--- src/lai_pkg.sv ---
// shared constants and types for the lookup table address interpolator
package lai_pkg;
   localparam int unsigned SAMPLE_W     = 12;
   localparam int unsigned WORD_W       = 16;
   localparam int unsigned ADDR_W       = 8;
   localparam int unsigned FRAC_W       = 3;
   localparam int unsigned SHIFT_BASE   = 7;
   localparam int unsigned START_SHIFT  = 5;
   localparam int unsigned LEN_UNIT     = 32;
   localparam int unsigned THR_W        = 12;
   localparam logic [11:0] THR_RESET    = 12'h7FF;
   // command byte layout
   localparam int unsigned CMD_RW_BIT   = 7;
   localparam logic [6:0]  CMD_UPPER_CH1 = 7'h20;
   localparam logic [6:0]  CMD_UPPER_CH2 = 7'h28;
   // lookup table configuration word fields
   localparam int unsigned CFG_OFF_LSB  = 10;
   localparam int unsigned CFG_INT_LSB  = 8;
   localparam int unsigned CFG_PSZ_LSB  = 6;
   localparam int unsigned CFG_LEN_LSB  = 3;
   localparam int unsigned CFG_SOT_LSB  = 0;

   typedef enum logic [1:0] {
      LAI_IDLE  = 2'b00,
      LAI_FETCH1 = 2'b01,
      LAI_FETCH2 = 2'b11,
      LAI_DONE  = 2'b10
   } lai_state_t;
endpackage : lai_pkg

--- src/lai_ptr_calc.sv ---
// combinational pointer arithmetic: shift, offset, clamp, base address
`timescale 1ns/1ps
`default_nettype none
module lai_ptr_calc (
   input  wire logic [11:0] sample_i,
   input  wire logic [15:0] cfg_i,
   output logic      [7:0]  addr_o,
   output logic      [2:0]  frac_o,
   output logic      [1:0]  int_deg_o,
   output logic             cfg_bad_o
);
   logic signed [5:0]  off;
   logic [1:0]         psz;
   logic [1:0]         ideg;
   logic [2:0]         len_sel;
   logic [2:0]         table_start_select;
   logic [11:0]        shifted;
   logic signed [15:0] ptr;
   logic signed [15:0] off_sc;
   logic signed [15:0] sum;
   logic [15:0]        last_fx;
   logic [10:0]        bounded;
   logic [7:0]         length;

   always_comb begin
      off     = cfg_i[lai_pkg::CFG_OFF_LSB +: 6];
      ideg    = cfg_i[lai_pkg::CFG_INT_LSB +: 2];
      psz     = cfg_i[lai_pkg::CFG_PSZ_LSB +: 2];
      len_sel = cfg_i[lai_pkg::CFG_LEN_LSB +: 3];
      table_start_select     = cfg_i[lai_pkg::CFG_SOT_LSB +: 3];
      // shift count 7 - size - degree never goes below 1
      shifted = sample_i >> (3'(lai_pkg::SHIFT_BASE) - 3'(psz)
                - 3'(ideg));
      ptr     = signed'({4'h0, shifted});
      case (psz)
         2'b10:   off_sc = 16'(signed'(off)) <<< 1;
         2'b11:   off_sc = 16'(signed'(off)) <<< 2;
         default: off_sc = 16'(signed'(off));
      endcase
      // offset lines up with the integer part
      sum = ptr + (off_sc <<< ideg);
      length = 8'(len_sel) * 8'(lai_pkg::LEN_UNIT);
      cfg_bad_o = (len_sel == 3'h0) || (len_sel == 3'h7) ||
                  (table_start_select < 3'h2);
      // last index in fixed point, fraction zero
      last_fx = (16'(length) - 16'h0001) << ideg;
      if (sum < 16'sh0000)
         bounded = 11'h000;
      else if (unsigned'(sum) > last_fx)
         bounded = 11'(last_fx);
      else
         bounded = 11'(sum);
      addr_o    = 8'((11'(table_start_select) << lai_pkg::START_SHIFT)
                  + (bounded >> ideg));
      frac_o    = 3'((bounded << (2'd3 - ideg)) & 11'h007);
      int_deg_o = ideg;
   end
endmodule // lai_ptr_calc
`default_nettype wire

--- src/lai_interp.sv ---
// linear interpolation between two neighbouring table words
`timescale 1ns/1ps
`default_nettype none
module lai_interp (
   input  wire logic [15:0] first_i,
   input  wire logic [15:0] second_i,
   input  wire logic [2:0]  frac_i,
   output logic      [15:0] value_o
);
   logic signed [17:0] diff;
   logic signed [21:0] prod;
   always_comb begin
      diff    = signed'({2'b00, second_i}) - signed'({2'b00, first_i});
      prod    = 22'(diff) * signed'({19'h0, frac_i});
      // fraction is in eighths; arithmetic shift keeps sign of slope
      value_o = 16'(signed'({6'h00, first_i}) + (prod >>> 3));
   end
endmodule // lai_interp
`default_nettype wire

--- src/lai_top.sv ---
// lookup table address interpolator with upper temperature thresholds
// Functional notes
// - start select maps to base 0x40..0xE0
// - sample shifted right by 7-size-degree
// - low degree bits are the fraction
// - offset scaled by pointer size code
// - signed offset added at integer part
// - pointer checked against table bounds
// - out of bounds pointer clamped
// - table length is length select times 32
// - address is start<<5 plus pointer
// - nonzero fraction fetches two neighbours
// - result is first plus fraction times delta
// - registers are 16 bits via command
// - command top bit selects read/write
// - one upper threshold per channel
// - threshold is 12-bit signed, 3 fractional
// - threshold resets to maximum positive code
// - threshold loadable from nonvolatile store
`timescale 1ns/1ps
`default_nettype none
module lai_top (
   input  wire logic        clk_i,
   input  wire logic        sys_rst_i,
   // conversion request
   input  wire logic        conv_valid_i,
   input  wire logic [11:0] sample_i,
   input  wire logic [15:0] lut_cfg_i,
   output logic             conv_ready_o,
   output logic             result_valid_o,
   output logic [15:0]      result_o,
   output logic             cfg_error_o,
   // nonvolatile store read port, data one cycle after address
   output logic [7:0]       mem_addr_o,
   output logic             mem_rd_o,
   input  wire logic [15:0] mem_data_i,
   // serial register port
   input  wire logic        cmd_valid_i,
   input  wire logic [7:0]  cmd_i,
   input  wire logic [15:0] cmd_wdata_i,
   output logic             cmd_rvalid_o,
   output logic [15:0]      cmd_rdata_o,
   // threshold load from nonvolatile store
   input  wire logic        nv_load_i,
   input  wire logic        nv_sel_i,
   input  wire logic [15:0] nv_data_i,
   output logic [11:0]      upper_temp_limit_ch1_o,
   output logic [11:0]      upper_temp_limit_ch2_o
);
   typedef struct packed {
      lai_pkg::lai_state_t state;
      logic [7:0]          addr;
      logic [2:0]          frac;
      logic [15:0]         first;
      logic [15:0]         result;
      logic                rvalid;
      logic                cfg_err;
      logic [15:0]         rdata;
      logic                cmd_rvalid;
      logic [11:0]         upper_temp_limit_ch1;
      logic [11:0]         upper_temp_limit_ch2;
   } lai_regs_t;

   lai_regs_t   cur;
   lai_regs_t   next_cur;
   logic [7:0]  calc_addr;
   logic [2:0]  calc_frac;
   logic        calc_bad;
   logic [15:0] interp_val;
   logic        want_second;
   logic        rd_cmd;
   logic        wr_cmd;
   logic        hit_ch1;
   logic        hit_ch2;

   // command decode is shared by the read and the write paths
   function automatic logic names_reg(input logic [7:0] cmd,
                                      input logic [6:0] code);
      names_reg = (cmd[6:0] == code);
   endfunction

   function automatic logic is_read(input logic [7:0] cmd);
      is_read = cmd[lai_pkg::CMD_RW_BIT];
   endfunction

   function automatic logic [15:0] thr_word(input logic [11:0] t);
      // sign extended so reads look like conversion results
      thr_word = {{4{t[11]}}, t};
   endfunction

   lai_ptr_calc u_calc (
      .sample_i  (sample_i),
      .cfg_i     (lut_cfg_i),
      .addr_o    (calc_addr),
      .frac_o    (calc_frac),
      .int_deg_o (),
      .cfg_bad_o (calc_bad)
   );

   lai_interp u_interp (
      .first_i  (cur.first),
      .second_i (mem_data_i),
      .frac_i   (cur.frac),
      .value_o  (interp_val)
   );

   assign want_second = (cur.frac != 3'h0);
   assign rd_cmd      = cmd_valid_i && is_read(cmd_i);
   assign wr_cmd      = cmd_valid_i && !is_read(cmd_i);
   assign hit_ch1     = names_reg(cmd_i, lai_pkg::CMD_UPPER_CH1);
   assign hit_ch2     = names_reg(cmd_i, lai_pkg::CMD_UPPER_CH2);

   always_comb begin
      next_cur            = cur;
      next_cur.rvalid     = 1'b0;
      next_cur.cmd_rvalid = 1'b0;
      unique case (cur.state)
         lai_pkg::LAI_IDLE: begin
            if (conv_valid_i) begin
               next_cur.addr    = calc_addr;
               next_cur.frac    = calc_frac;
               next_cur.cfg_err = calc_bad;
               next_cur.state   = lai_pkg::LAI_FETCH1;
            end
         end
         lai_pkg::LAI_FETCH1: begin
            next_cur.first = mem_data_i;
            if (want_second) begin
               next_cur.state = lai_pkg::LAI_FETCH2;
            end else begin
               next_cur.result = mem_data_i;
               next_cur.rvalid = 1'b1;
               next_cur.state  = lai_pkg::LAI_DONE;
            end
         end
         lai_pkg::LAI_FETCH2: begin
            next_cur.result = interp_val;
            next_cur.rvalid = 1'b1;
            next_cur.state  = lai_pkg::LAI_DONE;
         end
         lai_pkg::LAI_DONE: begin
            next_cur.state = lai_pkg::LAI_IDLE;
         end
      endcase
      // nonvolatile load comes first; a serial write in the same cycle wins
      if (nv_load_i) begin
         if (nv_sel_i)
            next_cur.upper_temp_limit_ch2 = nv_data_i[11:0];
         else
            next_cur.upper_temp_limit_ch1 = nv_data_i[11:0];
      end
      if (rd_cmd) begin
         next_cur.cmd_rvalid = 1'b1;
         if (hit_ch1) begin
            next_cur.rdata = thr_word(cur.upper_temp_limit_ch1);
         end else if (hit_ch2) begin
            next_cur.rdata = thr_word(cur.upper_temp_limit_ch2);
         end else begin
            // the other registers sit outside this block and read as zero
            next_cur.rdata = 16'h0000;
         end
      end
      if (wr_cmd && hit_ch1) begin
         next_cur.upper_temp_limit_ch1 = cmd_wdata_i[11:0];
      end else if (wr_cmd && hit_ch2) begin
         next_cur.upper_temp_limit_ch2 = cmd_wdata_i[11:0];
      end
   end

   always_ff @(posedge clk_i) begin
      if (sys_rst_i) begin
         cur                      <= '0;
         cur.state                <= lai_pkg::LAI_IDLE;
         cur.upper_temp_limit_ch1 <= lai_pkg::THR_RESET;
         cur.upper_temp_limit_ch2 <= lai_pkg::THR_RESET;
      end else begin
         cur <= next_cur;
      end
   end

   // the first word is asked for in the take cycle: the store answers one
   // cycle after the address, and the first fetch state consumes that answer
   always_comb begin
      unique case (cur.state)
         lai_pkg::LAI_IDLE: begin
            mem_addr_o = calc_addr;
            mem_rd_o   = conv_valid_i;
         end
         lai_pkg::LAI_FETCH1: begin
            mem_addr_o = want_second ? cur.addr + 8'h01 : cur.addr;
            mem_rd_o   = want_second;
         end
         lai_pkg::LAI_FETCH2,
         lai_pkg::LAI_DONE: begin
            mem_addr_o = cur.addr;
            mem_rd_o   = 1'b0;
         end
      endcase
   end
   assign conv_ready_o          = (cur.state == lai_pkg::LAI_IDLE);
   assign result_valid_o        = cur.rvalid;
   assign result_o              = cur.result;
   assign cfg_error_o           = cur.cfg_err;
   assign cmd_rvalid_o          = cur.cmd_rvalid;
   assign cmd_rdata_o           = cur.rdata;
   assign upper_temp_limit_ch1_o = cur.upper_temp_limit_ch1;
   assign upper_temp_limit_ch2_o = cur.upper_temp_limit_ch2;
endmodule // lai_top
`default_nettype wire

--- config.mk ---
export PLATFORM = sky130hd
export DESIGN_NAME = lai_top
export DESIGN_NICKNAME = d
export VERILOG_FILES = /design/src/lai_pkg.sv /design/src/lai_ptr_calc.sv /design/src/lai_interp.sv /design/src/lai_top.sv
export SDC_FILE = /design/constraint.sdc
export NUM_CORES = 1
export LEC_CHECK = 0
export BUFFER_PORTS_ARGS = -buffer_cell sky130_fd_sc_hd__buf_2
export CORE_MARGIN = 5
export CORE_UTILIZATION = 47
export DETAILED_ROUTE_END_ITERATION = 6
export HOLD_SLACK_MARGIN = 0.05
export MAX_ROUTING_LAYER = met4
export PLACE_DENSITY = 0.68
export SKIP_CTS_REPAIR_TIMING = 1
export SLEW_MARGIN = 20
export SYNTH_ARGS = -nofsm -noshare
export SYNTH_HDL_FRONTEND = slang
export SYNTH_SLANG_ARGS = --single-unit
--- constraint.sdc ---
create_clock -name clk_i -period 16.25 [get_ports clk_i]
set_clock_uncertainty 0.05 [all_clocks]
set_input_delay 0.8125 -clock clk_i [delete_from_list [all_inputs] [get_ports clk_i]]
set_output_delay 0.8125 -clock clk_i [all_outputs]
set_load 0.005 [all_outputs]
==> results of run 1 <==
where the power goes:
| group | total (mW) | internal [mW] | leakage [nW] | switching [mW] |
|---|---|---|---|---|
| clock network | 0.223 | 0.127 | 0.156 | 0.0970 |
| logic | 0.308 | 0.126 | 4.00 | 0.182 |
| registers | 0.232 | 0.220 | 0.689 | 0.0118 |
worst min-delay path by stage:
| stage | start | to | slack (ps) |
|---|---|---|---|
| 2_1_floorplan | cur[74] | cur[74] | 390 |
| 3_3_place_gp | cur[74] | cur[74] | 400 |
| 3_5_place_dp | cur[74] | cur[74] | 400 |
| 4_1_cts | cur[74] | cur[74] | 410 |
| 5_1_grt | result_o[2] | result_o[2] | 440 |
| 6_report | cur[74] | cur[74] | 410 |
flip-flops by register name (all words and copies together) (netlist names):
register / flops
result_o: 16
upper_temp_limit_ch2_o: 12
cur: 29
upper_temp_limit_ch1_o: 12
cmd_rdata_o: 12
cmd_rvalid_o: 1
cfg_error_o: 1
result_valid_o: 1
kinds of logic after synthesis:
group                    synth area share (%)
AO/OA/AOI/OAI                            20.0
flip-flops                               17.6
adder cells (fa/ha/maj)                  16.8
XOR/XNOR                                 5.28
AND/OR/NAND/NOR                          23.5
buffers and inverters                    11.4
multiplexers                             5.28
worst max-delay path: cells and delay by family:
kind            cells  cell delay (ps)
simple gates        8             1490
fa+ha+maj           7             2580
xor+xnor            3              470
buf+inv             5              670
compound gates      7             1650
mux                 1              420
routing by layer:
metal / GRT usage (%) / up-vias
met4: 4.20 / 0
li1: - / 4485
met2: 32.8 / 197
met3: 3.86 / 28
met1: 27.6 / 4034
met5: - / -
cells in the mapped netlist (4+ instances only):
master	instances
o22ai_1	4
o211ai_1	5
o31ai_1	12
o21ai_0	75
dfxtp_1	84
buf_1	7
a21o_1	16
a211oi_1	21
nand2b_1	38
nor2b_1	19
inv_1	106
xnor2_1	33
a211oi_2	5
fa_1	21
nor2_1	102
and2_1	34
ha_1	95
a2111oi_0	6
xor2_1	20
a21oi_1	84
clkbuf_1	49
o21a_1	11
buf_4	57
mux2_2	11
a211o_1	4
nand2_1	164
nor3_1	32
or3_1	10
and3_1	4
o22a_1	4
mux2i_1	38
nand3_1	44
o2111ai_1	4
cell type report:
cell class	instances	area [um2]	area share (%)
Clock buffer	10	239	2.32
Clock inverter	6	76.3	0.741
Inverter	107	402	3.90
Multi-Input combinational cell	988	6780	65.8
Sequential cell	84	1680	16.3
Tap cell	270	338	3.28
Timing Repair Buffer	155	788	7.65
==> flow_metrics.tcl, run 1 <==
set metrics [dict create \
    required_ps 15390 \
    dr.pass1.iters 5 \
    drv_slew 0 \
    highest_layer "met4" \
    die-height_um 153 \
    die_x_um 153 \
    met2_length_mm 10.9 \
    h-tree-depth 3 \
    root_buffer "clkbuf_16" \
    yosysTopAreaCell "dfxtp_1" \
    grt_start_max_net_pins 84 \
    clkTransAtPathRegs_ps 70 \
    hp-class "reg2reg" \
    vdd_drop_max_uv 59.1 \
    drt.antenna.violating_nets 0 \
    cts_buffers 9 \
    regToRegEndpoint "result_o[15]" \
    drc 0 \
    layout_commonest_cell "nand2_1" \
    fin_hold_ws_ps 409 \
    placedCellCount 1604 \
    grt-ovfl-total 0 \
    async_flop_share_pct 0 \
    final_core_util_pct 51.3 \
    finalSetupViolCount 0 \
    clockBufferDepth 2 \
    timing.final.crit_share_pct 55.1 \
    stdcell_area_um2 10300 \
    dp_slack_ps 7360 \
    antenna_found_initial 0 \
    rows 52 \
    first_global_vias 8357 \
    syn_inst 1296 \
    routed_wl_mm 23.9 \
    setup-tns-final_ps 0 \
    p_total_mw 0.764 \
    ys_seq_area_share_pct 17.6 \
    synth_edf_count 0 \
    syn_area_per_cell_um2 7.37 \
    first_iter_violations 365 \
    finalHoldViolCount 0 \
    period_minus_slack_ps 8950 \
    via_count 8744 \
    insertion_delay_ps 350 \
    yosys.area.top_type_share_pct 17.6 \
    reg2reg_depth 30 \
    tightest_slew_ps 902 \
    synthFlopType "dfxtp_1" \
    wl_met3_mm 1.13 \
    final_cells 1620 \
    synthesis.nets 1502 \
    crit_start "lut_cfg_i[8]" \
    synth.area.top_cells "dfxtp_1 (18%), ha_1 (12%), nand2_1 (6.4%)" \
    path_common_cell "ha_1" \
    io_pins 159 \
    wl_met1_mm 11.5 \
    worstReg2RegStart "cur[60]" \
    vias_per_cell 5.40 \
    drive_gt1_share_pct 15.6 \
    diodes 0 \
    ys_ff_latch 84 \
    start_kind "input pin" \
    hold_depth 2 \
    hpwl_mm 18.4 \
    powerDensity_nw_per_um2 74.1 \
    cap_violations 0 \
    synth.cell_area_um2 9560 \
    fillers 2021 \
    crit_end "mem_addr_o[7]" \
    layout_common_cells "nand2_1 (164), buf_2 (150), inv_1 (106)" \
    grt_usage_pct 20.6 \
    leakage_nw 4.85 \
    yosys_warnings 0 \
    clock_sinks 84 \
    status "finished, final reports clean" \
    core_area_um2 20100 \
    grt_pass1_wl_mm 39.9 \
    worst-setup-path-type "in2out" \
    maxSlewHeadroom_pct 39.7 \
    fmax_ghz 0.112 \
    placed_cell_area_um2 9990 \
    critical-path-max-stage-delay_ps 840 \
    fin_nets 1551 \
    fp.dieArea_um2 23300 \
    gp_congestion 0.883 \
    initial_core_util_pct 47.5 \
    endpoint_kind "output port" \
    wl_per_cell_um 14.8 \
    syn2layout_area_growth_pct 7.86 \
    cp_slowest_cell "fa_1" \
    setup_ws_ps 7300 \
    cts_tree "built" \
    synth_cell_types 77 \
    worst-path-max-fanout 23 \
    grt_setup_unrepaired "no" \
    crit_arrival_ps 8080 \
    portBuffers 150 \
    reg2reg_slack_ps 9030 \
]
Power figures use the tool's default switching activity.
==> run 2: changes to the inputs <==
--- a/config.mk
+++ b/config.mk
@@ -11,7 +11,7 @@
 export DETAILED_ROUTE_END_ITERATION = 6
 export HOLD_SLACK_MARGIN = 0.05
 export MAX_ROUTING_LAYER = met4
-export PLACE_DENSITY = 0.68
+export PLACE_DENSITY = 0.71
 export SKIP_CTS_REPAIR_TIMING = 1
 export SLEW_MARGIN = 20
 export SYNTH_ARGS = -nofsm -noshare
==> constraint.sdc (replaced) <==
create_clock -name clk_i -period 8 [get_ports clk_i]
set_clock_uncertainty 0.05 [all_clocks]
set_input_delay 0.4 -clock clk_i [delete_from_list [all_inputs] [get_ports clk_i]]
set_output_delay 0.4 -clock clk_i [all_outputs]
set_load 0.005 [all_outputs]
==> flow_metrics.tcl, run 2 (synthesis gave the netlist of run 1 again) <==
set metrics [dict create \
    clock_sinks 84 \
    hold-path-endpoint "upper_temp_limit_ch2_o[0]" \
    switching_share_pct 38.6 \
    portBuffers 150 \
    p_comb_share_pct 42.2 \
    required_ps 7550 \
    clockBufferDepth 2 \
    cts_tree "built" \
    fmax_ghz 0.136 \
    drc 0 \
    reg2reg_depth 30 \
    routed_wl_mm 23.5 \
    drive_gt1_share_pct 15.9 \
    via_count 8711 \
    layout_commonest_cell "nand2_1" \
    io_pins 159 \
    first_global_vias 8389 \
    dr.pass1.iters 4 \
    path_common_cell "ha_1" \
    die_x_um 153 \
    cp.depth 31 \
    die-height_um 153 \
    largest_reg_flops 29 \
    worstReg2RegStart "cur[60]" \
    period_minus_slack_ps 7380 \
    start_kind "input pin" \
    grt_start_max_net_pins 84 \
    grt_usage_pct 20.4 \
    worst-path-max-fanout 11 \
    fillers 2004 \
    vdd_drop_max_uv 113 \
    drv_slew 0 \
    rows 52 \
    timing.final.crit_share_pct 92.2 \
    layout_common_cells "nand2_1 (164), buf_2 (150), inv_1 (106)" \
    power.switching_mw 0.579 \
    hpwl_mm 18.3 \
    status "finished, final reports clean" \
    grt_setup_unrepaired "no" \
    critical-path-max-stage-delay_ps 550 \
    min_from "cmd_wdata_i[0]" \
    critical_path_buf_inv_count 5 \
    root_buffer "clkbuf_16" \
    final_cells 1626 \
    leakage_nw 4.85 \
    powerDensity_nw_per_um2 146 \
    fp.dieArea_um2 23300 \
    clkTransAtPathRegs_ps 70 \
    setup-tns-final_ps 0 \
    finalSetupViolCount 0 \
    cp_top_family "adder cells" \
    reg2reg_slack_ps 810 \
    fin_nets 1557 \
    hold_depth 3 \
    core_area_um2 20100 \
    h-tree-depth 3 \
    maxSlewHeadroom_pct 40.4 \
    pwr-share-seq_pct 31.5 \
    wl_per_cell_um 14.5 \
    regToRegEndpoint "result_o[15]" \
    endpoint_kind "output port" \
    power_frac_clock_pct 26.4 \
    cts_buffers 9 \
    drt.antenna.violating_nets 0 \
    antenna_found_initial 1 \
    grt_pass1_wl_mm 39.5 \
    intPower_mw 0.922 \
    tightest_slew_ps 891 \
    worst-setup-path-type "in2out" \
    first_iter_violations 455 \
    crit_arrival_ps 6930 \
    insertion_delay_ps 350 \
    syn2layout_area_growth_pct 7.91 \
    grt-ovfl-total 0 \
    regMostFlops "cur" \
    hp-class "in2reg" \
    vias_per_cell 5.36 \
    finalHoldViolCount 0 \
    gp_congestion 0.878 \
    cp_slowest_cell "fa_1" \
    placedCellCount 1610 \
    initial_core_util_pct 47.5 \
    cap_violations 0 \
]
[run 2: changes by cell type in the layout (fill, tap and decap cells not counted), sizes merged]
cell      delta
diode        +1
bufinv       -1
buf          +6
clkinv       +1
clkinvlp     +1
inv          -1
clkbuf       -1
[run 2: metal layers]
layer  share of wire, %  up-vias  global-route usage (%)
li1                   -     4499                       -
met1                 48     4019                    27.0
met2                 46      171                    32.9
met3                4.5       22                    3.12
met4                1.8        0                    4.84
met5                  0        -                       -
[run 2: worst max path at each step]
| stage | slack [ps] | from | to |
|---|---|---|---|
| 6_report | 620 | lut_cfg_i[6] | mem_addr_o[7] |
| 4_1_cts | 660 | lut_cfg_i[6] | mem_addr_o[7] |
| 3_3_place_gp | 740 | lut_cfg_i[6] | mem_addr_o[7] |
| 5_1_grt | 100 | lut_cfg_i[6] | mem_addr_o[7] |
| 2_1_floorplan | 1390 | lut_cfg_i[6] | mem_addr_o[7] |
| 3_5_place_dp | 690 | lut_cfg_i[6] | mem_addr_o[7] |
[run 2: final cells by class]
class                           count  area [um2]  share of cell area (%)
Antenna cell                        1        2.50                  0.0243
Sequential cell                    84        1680                    16.3
Tap cell                          270         338                    3.28
Multi-Input combinational cell    988        6780                    65.8
Clock inverter                      6        47.5                   0.461
Timing Repair Buffer              161         833                    8.08
Clock buffer                        9         225                    2.18
Inverter                          107         402                    3.90
[run 2: stage by stage]
| step | hold WS [ps] | setup slack, ps | total power, mW | utilization [%] | instance area, um2 |
|---|---|---|---|---|---|
| after global placement | 392 | 738 | 1.10 | 49.9 | 10000 |
| after detailed placement | 399 | 689 | 1.11 | 49.9 | 10000 |
| after CTS | 242 | 661 | 1.51 | 51.3 | 10300 |
| after global routing | 266 | 97.3 | 1.61 | 51.3 | 10300 |
| after floorplan | 386 | 1390 | 0.955 | - | 9560 |
| final | 251 | 622 | 1.50 | 51.3 | 10300 |
[run 2: worst min-delay path: stages]
cell      delay, ps
buf_2            80
o21ai_0          70
nand2b_1         60
[run 2: power groups by stage]
stage	combinational, mW	clock, mW	sequential [mW]
3_5_place_dp	0.628	0	0.481
5_1_grt	0.713	0.423	0.476
4_1_cts	0.632	0.407	0.472
2_1_floorplan	0.481	0	0.474
3_3_place_gp	0.618	0	0.480
6_report	0.633	0.396	0.472
==> run 3: changes to the inputs <==
--- a/config.mk
+++ b/config.mk
@@ -9,9 +9,10 @@
 export CORE_MARGIN = 5
 export CORE_UTILIZATION = 47
 export DETAILED_ROUTE_END_ITERATION = 6
+export GPL_ROUTABILITY_DRIVEN = 1
 export HOLD_SLACK_MARGIN = 0.05
 export MAX_ROUTING_LAYER = met4
-export PLACE_DENSITY = 0.71
+export PLACE_DENSITY = 0.76
 export SKIP_CTS_REPAIR_TIMING = 1
 export SLEW_MARGIN = 20
 export SYNTH_ARGS = -nofsm -noshare
==> flow_metrics.tcl, run 3 (synthesis gave the netlist of run 1 again) <==
set metrics [dict create \
    cts_tree "built" \
    fp.dieArea_um2 23300 \
    vdd_drop_max_uv 148 \
    layout_commonest_cell "nand2_1" \
    fmax_ghz 0.136 \
    cap_violations 0 \
    endpoint_kind "output port" \
    grt_setup_unrepaired "no" \
    io_pins 159 \
    die-height_um 153 \
    insertion_delay_ps 350 \
    worst-path-max-fanout 13 \
    setup_ws_ps 655 \
    regToRegEndpoint "result_o[15]" \
    reg2reg_slack_ps 820 \
    intPower_mw 0.959 \
    power.switching_mw 0.596 \
    grt-ovfl-total 0 \
    gp_congestion 0.884 \
    rows 52 \
    fin_nets 1556 \
    syn2layout_area_growth_pct 8.29 \
    start_kind "input pin" \
    wl_per_cell_um 14.5 \
    power_frac_clock_pct 28.9 \
    worst-setup-path-type "in2out" \
    vias_per_cell 5.39 \
    drv_slew 0 \
    maxSlewHeadroom_pct 39.5 \
    path_common_cell "ha_1" \
    switching_share_pct 38.3 \
    powerDensity_nw_per_um2 150 \
    status "finished, final reports clean" \
    tightest_slew_ps 905 \
    clockBufferDepth 2 \
    grt_usage_pct 20.5 \
    dr.pass1.iters 5 \
    die_x_um 153 \
    antenna_found_initial 2 \
    root_buffer "clkbuf_16" \
    clock_sinks 84 \
    reg2reg_depth 30 \
    finalSetupViolCount 0 \
    cp_slowest_cell "ha_1" \
    crit_start "lut_cfg_i[6]" \
    crit_arrival_ps 6890 \
    leakage_nw 4.87 \
    dp_slack_ps 682 \
    drc 0 \
    first_iter_violations 508 \
    clkTransAtPathRegs_ps 70 \
    grt_pass1_wl_mm 40.0 \
    worstReg2RegStart "cur[60]" \
    timing.final.crit_share_pct 91.8 \
    initial_core_util_pct 47.5 \
    pwr-share-seq_pct 30.4 \
    setup-tns-final_ps 0 \
    hpwl_mm 18.3 \
    regMostFlops "cur" \
    period_minus_slack_ps 7340 \
    critical-path-max-stage-delay_ps 640 \
    routed_wl_mm 23.6 \
    finalHoldViolCount 0 \
    core_area_um2 20100 \
    largest_reg_flops 29 \
    fillers 1968 \
    layout_common_cells "nand2_1 (164), buf_2 (150), inv_1 (106)" \
    drive_gt1_share_pct 15.9 \
    required_ps 7550 \
    cts_buffers 9 \
    grt_start_max_net_pins 84 \
    hp-class "in2reg" \
    h-tree-depth 3 \
    drt.antenna.violating_nets 0 \
    first_global_vias 8479 \
    portBuffers 150 \
    p_comb_share_pct 40.6 \
    crit_end "mem_addr_o[7]" \
    via_count 8762 \
]
## run 3: how the worst min path moves through the flow
| stage | cells after the start | slack (ps) | from | to |
|---|---|---|---|---|
| after floorplan | 2 | 390 | cur[74] | cur[74] |
| after global placement | 2 | 400 | cur[74] | cur[74] |
| after detailed placement | 2 | 400 | cur[74] | cur[74] |
| after CTS | 3 | 230 | cmd_wdata_i[5] | upper_temp_limit_ch2_o[5] |
| after global routing | 3 | 230 | cmd_wdata_i[1] | upper_temp_limit_ch1_o[1] |
| final | 3 | 240 | cmd_wdata_i[5] | upper_temp_limit_ch2_o[5] |
## run 3: layer usage
layer	part of all wire, %	global-route usage, %
met1	47	26.4
met2	47	33.3
met3	4.3	3.21
met5	0	-
met4	2.5	5.94
## run 3: power groups by stage
stage	registers, mW	logic (mW)	clock network [mW]
4_1_cts	0.473	0.632	0.459
3_3_place_gp	0.481	0.613	0
3_5_place_dp	0.483	0.627	0
5_1_grt	0.478	0.715	0.477
6_report	0.473	0.632	0.450
2_1_floorplan	0.474	0.481	0
## run 3: stage by stage
| stage | instances | instance area (um2) | hold WS, ps | total power [mW] | utilization, % |
|---|---|---|---|---|---|
| after detailed placement | 1609 | 10000 | 402 | 1.11 | 49.9 |
| final | 1627 | 10300 | 241 | 1.55 | 51.5 |
| after floorplan | 1296 | 9560 | 386 | 0.955 | - |
| after global placement | 1609 | 10000 | 396 | 1.09 | 49.9 |
| after CTS | 1625 | 10300 | 228 | 1.56 | 51.4 |
| after global routing | 1627 | 10300 | 230 | 1.67 | 51.5 |
## run 3: critical path: cells and delay by family
kind / cells / cell delay [ps]
XOR/XNOR: 3 / 790
adder cells (fa/ha/maj): 5 / 1900
AND/OR/NAND/NOR: 4 / 850
AO/OA/AOI/OAI: 9 / 1870
multiplexers: 1 / 410
buffers and inverters: 5 / 650
## run 3: final cells by class
| cell class | count | area, um2 | share of cell area (%) |
|---|---|---|---|
| diodes | 2 | 5.00 | 0.0484 |
| clock buffers | 9 | 225 | 2.18 |
| clock inverters | 7 | 86.3 | 0.834 |
| inverters | 107 | 402 | 3.88 |
| multi-input cells | 988 | 6780 | 65.6 |
| flip-flops and latches | 84 | 1680 | 16.3 |
| well taps | 270 | 338 | 3.26 |
| repair buffers | 160 | 826 | 7.98 |
